File: config.mk
export PLATFORM = sky130hd
export DESIGN_NAME = ramc_top
export DESIGN_NICKNAME = d
export VERILOG_FILES = /design/src/core/ramc_sync.v /design/src/core/ramc_top.v
export VERILOG_INCLUDE_DIRS = /design/src /design/src/core
export SDC_FILE = /design/constraint.sdc
export NUM_CORES = 1
export LEC_CHECK = 0
export BUFFER_PORTS_ARGS = -buffer_cell sky130_fd_sc_hd__buf_2
export CAP_MARGIN = 20
export CORE_ASPECT_RATIO = 1.75
export CORE_MARGIN = 2
export CORE_UTILIZATION = 49
export DETAILED_ROUTE_END_ITERATION = 16
export PLACE_DENSITY_LB_ADDON = 0.25
export RECOVER_POWER = 25
export SLEW_MARGIN = 0
export SYNTH_ARGS = -nofsm -noshare
export SYNTH_HDL_FRONTEND = slang
export SYNTH_SLANG_ARGS = --single-unit
File: constraint.sdc
create_clock -name ref_clk_i -period 2.2 [get_ports ref_clk_i]
set_clock_uncertainty 0.05 [all_clocks]
set_input_delay 0.22 -clock ref_clk_i [delete_from_list [all_inputs] [get_ports ref_clk_i]]
set_output_delay 0.22 -clock ref_clk_i [all_outputs]
set_load 0.01 [all_outputs]
File: src/core/ramc_regs.vh
// Register offsets, field positions, reset values and timing counts.
`ifndef RAMC_REGS_VH
`define RAMC_REGS_VH
`define RAMC_OFF_PANEL 12'h000
`define RAMC_OFF_CTRL 12'h004
`define RAMC_OFF_STAT 12'h008
`define RAMC_OFF_TERM 12'h00c
`define RAMC_KEY_LOCAL 2'h0
`define RAMC_KEY_LOCAL_DIS 2'h1
`define RAMC_KEY_REMOTE 2'h2
`define RAMC_KEY_REMOTE_DIS 2'h3
`define RAMC_CTRL_LOCAL_REQ 0
`define RAMC_CTRL_TERM_REQ 1
`define RAMC_CTRL_RESET 32'h00000000
`define RAMC_TERM_NS 1000
`define RAMC_CLK_NS 4
`define RAMC_TERM_CYC ((`RAMC_TERM_NS + `RAMC_CLK_NS - 1) / `RAMC_CLK_NS)
`endif

File: src/core/ramc_sync.v
// Two-stage synchroniser for a bundle of asynchronous level inputs.
`timescale 1ns/10ps
module ramc_sync #(
  parameter W = 4
) (
  input wire ref_clk_i,
  input wire rst_n_i,
  input wire [W-1:0] async_i,
  output wire [W-1:0] sync_o
);
  reg [W-1:0] meta_q;
  reg [W-1:0] sync_q;
  always @(posedge ref_clk_i) begin
    if (!rst_n_i) begin
      meta_q <= {W{1'b0}};
      sync_q <= {W{1'b0}};
    end else begin
      meta_q <= async_i;
      sync_q <= meta_q;
    end
  end
  assign sync_o = sync_q;
endmodule // ramc_sync

File: src/core/ramc_top.v
// Keyswitch access mode control with modem call answering, APB slave.
`timescale 1ns/10ps
`include "ramc_regs.vh"
// Notes on behaviour
// - Panel register sampled at reset release and on every idle pass.
// - Keyswitch position appears in bits 1:0 of the panel register.
// - Local: local console with command and program modes; remote off.
// - Local disable: local operator terminal only; no command mode.
// - Remote: remote port on with command and program modes.
// - Remote: local console starts off, enabled on remote request.
// - Remote disable: remote is operator terminal, program mode only.
// - Remote disable: local copy on; local keyboard on only on request.
// - Remote lamp lit in remote and remote disable only.
// - Remote position asserts DTR so the modem may answer.
// - Carrier loss starts termination and drops DTR.
// - After termination DTR returns only if still a remote position.
module ramc_top (
  input wire ref_clk_i,
  input wire rst_n_i,
  input wire [1:0] keyswitch_i,
  input wire idle_loop_i,
  input wire modem_cd_i,
  input wire psel,
  input wire penable,
  input wire pwrite,
  input wire [11:0] paddr,
  input wire [31:0] pwdata,
  output reg [31:0] prdata,
  output wire pready,
  output wire pslverr,
  output reg local_console_en_o,
  output reg local_kbd_en_o,
  output reg local_copy_en_o,
  output reg remote_port_en_o,
  output reg command_mode_en_o,
  output reg program_mode_en_o,
  output reg remote_lamp_o,
  output reg modem_dtr_o
);
  localparam ST_IDLE = 2'd0;
  localparam ST_ANSWER = 2'd1;
  localparam ST_TERM = 2'd2;
  localparam integer TERM_CYC_I = `RAMC_TERM_CYC;
  localparam [15:0] TERM_CYC = TERM_CYC_I[15:0];

  function is_remote;
    input [1:0] key;
    begin
      is_remote = (key == `RAMC_KEY_REMOTE) ||
                  (key == `RAMC_KEY_REMOTE_DIS);
    end
  endfunction

  reg [1:0] panel_q;
  reg sampled_q;
  reg [1:0] fill_q;
  reg [1:0] prev_key_q;
  reg local_req_q;
  reg [1:0] state_q;
  reg [1:0] state_d;
  reg [15:0] tcnt_q;
  reg cd_q;
  wire [1:0] key_w;
  wire idle_w;
  wire cd_w;
  wire acc_w;
  wire wr_w;
  wire rd_ok_w;
  wire req_w;

  ramc_sync #(
    .W(4)
  ) u_sync (
    .ref_clk_i(ref_clk_i),
    .rst_n_i(rst_n_i),
    .async_i({modem_cd_i, idle_loop_i, keyswitch_i}),
    .sync_o({cd_w, idle_w, key_w})
  );

  assign acc_w = psel && penable;
  assign pready = 1'b1;
  assign wr_w = acc_w && pwrite;
  assign rd_ok_w = (paddr == `RAMC_OFF_PANEL) ||
                   (paddr == `RAMC_OFF_CTRL) ||
                   (paddr == `RAMC_OFF_STAT) ||
                   (paddr == `RAMC_OFF_TERM);
  assign pslverr = acc_w && !rd_ok_w;

  // Panel register copy: taken once after reset, then on each idle pass.
  // The power-up sample waits until the synchroniser holds a real pin
  // value; otherwise its reset zeros would be taken as the key position.
  always @(posedge ref_clk_i) begin
    if (!rst_n_i) begin
      panel_q <= `RAMC_KEY_LOCAL;
      sampled_q <= 1'b0;
      fill_q <= 2'h0;
    end else begin
      fill_q <= {fill_q[0], 1'b1};
      if ((fill_q[1] && !sampled_q) || idle_w) begin
        panel_q <= key_w;
        sampled_q <= 1'b1;
      end
    end
  end

  // Remote operator's request to open the local terminal. Cleared whenever
  // the position changes, so each remote entry starts with it closed.
  always @(posedge ref_clk_i) begin
    if (!rst_n_i) begin
      prev_key_q <= `RAMC_KEY_LOCAL;
      local_req_q <= 1'b0;
    end else begin
      prev_key_q <= panel_q;
      if (prev_key_q != panel_q) begin
        local_req_q <= 1'b0;
      end else if (wr_w && paddr == `RAMC_OFF_CTRL) begin
        local_req_q <= pwdata[`RAMC_CTRL_LOCAL_REQ];
      end
    end
  end

  // A stale request must not leak into the first cycle of a new position.
  assign req_w = local_req_q && (prev_key_q == panel_q);

  // Mode outputs decoded from the sampled position.
  always @(posedge ref_clk_i) begin
    if (!rst_n_i) begin
      local_console_en_o <= 1'b1;
      local_kbd_en_o <= 1'b1;
      local_copy_en_o <= 1'b0;
      remote_port_en_o <= 1'b0;
      command_mode_en_o <= 1'b1;
      program_mode_en_o <= 1'b1;
      remote_lamp_o <= 1'b0;
    end else begin
      remote_lamp_o <= is_remote(panel_q);
      case (panel_q)
        `RAMC_KEY_LOCAL: begin
          local_console_en_o <= 1'b1;
          local_kbd_en_o <= 1'b1;
          local_copy_en_o <= 1'b0;
          remote_port_en_o <= 1'b0;
          command_mode_en_o <= 1'b1;
          program_mode_en_o <= 1'b1;
        end
        `RAMC_KEY_LOCAL_DIS: begin
          local_console_en_o <= 1'b1;
          local_kbd_en_o <= 1'b1;
          local_copy_en_o <= 1'b0;
          remote_port_en_o <= 1'b0;
          command_mode_en_o <= 1'b0;
          program_mode_en_o <= 1'b1;
        end
        `RAMC_KEY_REMOTE: begin
          local_console_en_o <= req_w;
          local_kbd_en_o <= req_w;
          local_copy_en_o <= 1'b0;
          remote_port_en_o <= 1'b1;
          command_mode_en_o <= 1'b1;
          program_mode_en_o <= 1'b1;
        end
        default: begin
          local_console_en_o <= 1'b1;
          local_kbd_en_o <= req_w;
          local_copy_en_o <= 1'b1;
          remote_port_en_o <= 1'b1;
          command_mode_en_o <= 1'b0;
          program_mode_en_o <= 1'b1;
        end
      endcase
    end
  end

  // Call answering: DTR raised on entering remote, kept in either remote position, dropped on carrier loss.
  always @* begin
    state_d = state_q;
    case (state_q)
      ST_IDLE: begin
        if (panel_q == `RAMC_KEY_REMOTE) begin
          state_d = ST_ANSWER;
        end
      end
      ST_ANSWER: begin
        if (cd_q && !cd_w) begin
          state_d = ST_TERM;
        end else if (!is_remote(panel_q)) begin
          state_d = ST_IDLE;
        end
      end
      ST_TERM: begin
        if (tcnt_q == 16'h0001) begin
          state_d = is_remote(panel_q) ? ST_ANSWER : ST_IDLE;
        end
      end
      default: begin
        state_d = ST_IDLE;
      end
    endcase
  end

  always @(posedge ref_clk_i) begin
    if (!rst_n_i) begin
      state_q <= ST_IDLE;
      tcnt_q <= 16'h0000;
      cd_q <= 1'b0;
      modem_dtr_o <= 1'b0;
    end else begin
      state_q <= state_d;
      cd_q <= cd_w;
      modem_dtr_o <= (state_d == ST_ANSWER);
      if (state_q != ST_TERM && state_d == ST_TERM) begin
        tcnt_q <= TERM_CYC;
      end else if (tcnt_q != 16'h0000) begin
        tcnt_q <= tcnt_q - 16'h0001;
      end
    end
  end

  // Read data is registered; unmapped reads return zero with an error.
  always @(posedge ref_clk_i) begin
    if (!rst_n_i) begin
      prdata <= 32'h00000000;
    end else if (psel && !penable && !pwrite) begin
      if (paddr == `RAMC_OFF_PANEL) begin
        prdata <= {30'h00000000, panel_q};
      end else if (paddr == `RAMC_OFF_CTRL) begin
        prdata <= {31'h00000000, local_req_q};
      end else if (paddr == `RAMC_OFF_STAT) begin
        prdata <= {24'h000000, modem_dtr_o, remote_lamp_o,
                   program_mode_en_o, command_mode_en_o, remote_port_en_o,
                   local_copy_en_o, local_kbd_en_o, local_console_en_o};
      end else if (paddr == `RAMC_OFF_TERM) begin
        prdata <= {14'h0000, state_q, tcnt_q};
      end else begin
        prdata <= 32'h00000000;
      end
    end
  end
endmodule // ramc_top

==> results.toml <==
[status]
status = "finished, final reports clean"

[global_routing]
grt_max_degree = 25
grt_usage = 0.2145
grt_overflow = 0
antenna_found_initial = 0
grt_pass1_wl_mm = 9.597
grt_pass1_vias = 2102

[clock_network]
clockBufferDepth = 2
cts_setup_buffers = 0
worstSkewPairLatency_ns = 0.35
clkTransAtPathRegs_ns = 0.08
cts.sinks = 60
hold_buffers = 0
numCtsBuffers = 9
cts_max_level = 3
root_buffer = "clkbuf_8"
ctsResizeCount = 0
cts_tree = "done"

[power_and_ir_drop]
leakage_nw = 1.305
ir_drop_mv = 0.7822
power_density_nw_per_um2 = 1218
finalPower_mw = 3.728

[timing]
finalSetupTns_ns = 0
setup_slack_ns = 0.3117
rsz0062_at_grt = "false"
min_period_ns = 1.888
fmax_mhz = 529.6
hold_violations = 0
holdWs_ns = 0.02774
slew_viol_final = 0
min_period_over_period = 0.8583
worstMarginPinSlew_ns = 0.9452
slew_headroom = 0.3699
setup_viol = 0

[floorplan]
io_pins = 95
die_h_microns = 101.1
fp-row-count = 35
coreArea_sq_um = 5211
die_area_sq_um = 6012
die_w_microns = 59.48
start_util = 0.5064

[placed_design]
place_ws_ns = 0.3234
portBuffers = 47
dp_cells = 382
place.gp.congestion = 0.8006
dp_hpwl_mm = 4.098

[synth]
synth_cells = 290
synth_edf_count = 0
synth_cell_types = 52
ys_ff_latch = 60
async_flop_share = 0
syn_avg_cell_area_sq_um = 9.099
yosysWarnings = 0
ys_seq_area_frac = 0.4552
synth_ff_type = "dfxtp_1"
syn-cell-area_sq_um = 2639

[critical_path]
cp_slowest_cell = "dfxtp_1"
crit_chain = "inv_1 > ha_1 > nor2b_1 > a21boi_0 > a31oi_1 > a41o_1"
reg2reg_slack_ns = 0.31
path_buf_inv = 1
crit_required_ns = 2.39
r2r-start = "tcnt_q[0]"
critPathMaxFanout = 6
worstSetupPathType = "reg2reg"
slowest_delay_ns = 0.46
rr_worst_depth = 6
crit_arrival_ns = 2.08
crit_path_end_kind = "register"
path_delay_family = "compound AO/OA/AOI/OAI gates"
cp-start-kind = "register"
r2r-end = "tcnt_q[12]"

[cells_and_area]
nNetsFinal = 394
syn2layout_area_growth_pct = 16.03
finalNonFillerCells = 398
drive_gt1_frac = 0.2216
final_cell_mix = "dfxtp_1 (60), buf_2 (45), nor2_1 (26)"
final_common_cell = "dfxtp_1"
antenna_cells = 0

[routing]
antenna_left = 0
first_pass_iters = 5
vias = 2220
drc = 0
routed_wl_mm = 5.734
drtIter0Drc = 75
via_per_inst = 5.578
wl_per_cell_microns = 14.41

[hold_path]
holdPathStages = 2
min_path_type = "in2reg"
min_to = "u_sync.meta_q[2]"
hold_start = "idle_loop_i"

[run]
maxCapViolCount = 0
how the worst max path moves through the flow:
stage,start,end,slack [ns],depth (start not counted)
6_report,tcnt_q[0],tcnt_q[12],0.31,6
5_1_grt,tcnt_q[0],tcnt_q[14],0.08,6
4_1_cts,tcnt_q[0],tcnt_q[12],0.32,6
3_5_place_dp,tcnt_q[0],tcnt_q[12],0.32,6
3_3_place_gp,tcnt_q[0],tcnt_q[14],0.34,6
2_1_floorplan,tcnt_q[0],tcnt_q[9],0.47,6
registers in the layout, summed over array words and instances (netlist names), 2 cells and up:
name,flops
prdata,18
tcnt_q,16
u_sync.meta_q,4
u_sync.sync_o,4
fill_q,2
panel_q,2
prev_key_q,2
state_q,2
synth_stat cells, types with 10 or more instances:
cell type  instances  area (sq um)
dfxtp_1           60          1201
a32oi_1           10         87.58
buf_4             17         127.6
and2_1            13         81.33
nor2_1            26         97.59
inv_1             10         37.54
o21ai_0           12         60.06
nor3_1            11         55.05
nand2_1           12         45.04
a21oi_1           12         60.06
nand3_1           11         55.05
clkbuf_1          10         37.54
layer usage:
| layer | part of all wire | vias up | GRT usage | routed length (microns) |
|---|---|---|---|---|
| met3 | 0.035 | 10 | 0.04365 | 203 |
| met5 | 0 | - | 0 | 0 |
| met2 | 0.53 | 62 | 0.3593 | 3029 |
| li1 | - | 1109 | - | - |
| met1 | 0.41 | 1039 | 0.2395 | 2362 |
| met4 | 0.024 | 0 | 0.1329 | 139 |
logic make-up after synthesis:
family | share of synthesized area
AO/OA/AOI/OAI | 0.1446
XOR/XNOR | 0.006639
adder cells (fa/ha/maj) | 0.01423
buffers and inverters | 0.08488
flip-flops | 0.4552
multiplexers | 0.04268
other | 0.002846
AND/OR/NAND/NOR | 0.2489
per-stage QoR:
stage | util | instance area, sq um
after floorplan | - | 2691
after global placement | 0.5501 | 2867
after detailed placement | 0.5501 | 2867
after CTS | 0.5894 | 3072
after global routing | 0.5875 | 3062
final | 0.5875 | 3062
power breakdown:
part | total [mW] | internal, mW | leakage [nW] | switching (mW)
registers | 1.47 | 1.23 | 0.489 | 0.235
logic | 1.23 | 0.517 | 0.715 | 0.717
clock network | 1.03 | 0.540 | 0.101 | 0.486
final cells by class:
class	count	area [sq um]
Fill cell	463	2150
Tap cell	55	68.82
Timing Repair Buffer	53	282.8
Inverter	10	37.54
Multi-Input combinational cell	204	1266
Clock inverter	7	81.33
Sequential cell	60	1201
Clock buffer	9	123.9
No activity file was read; power rests on OpenSTA's default activity.
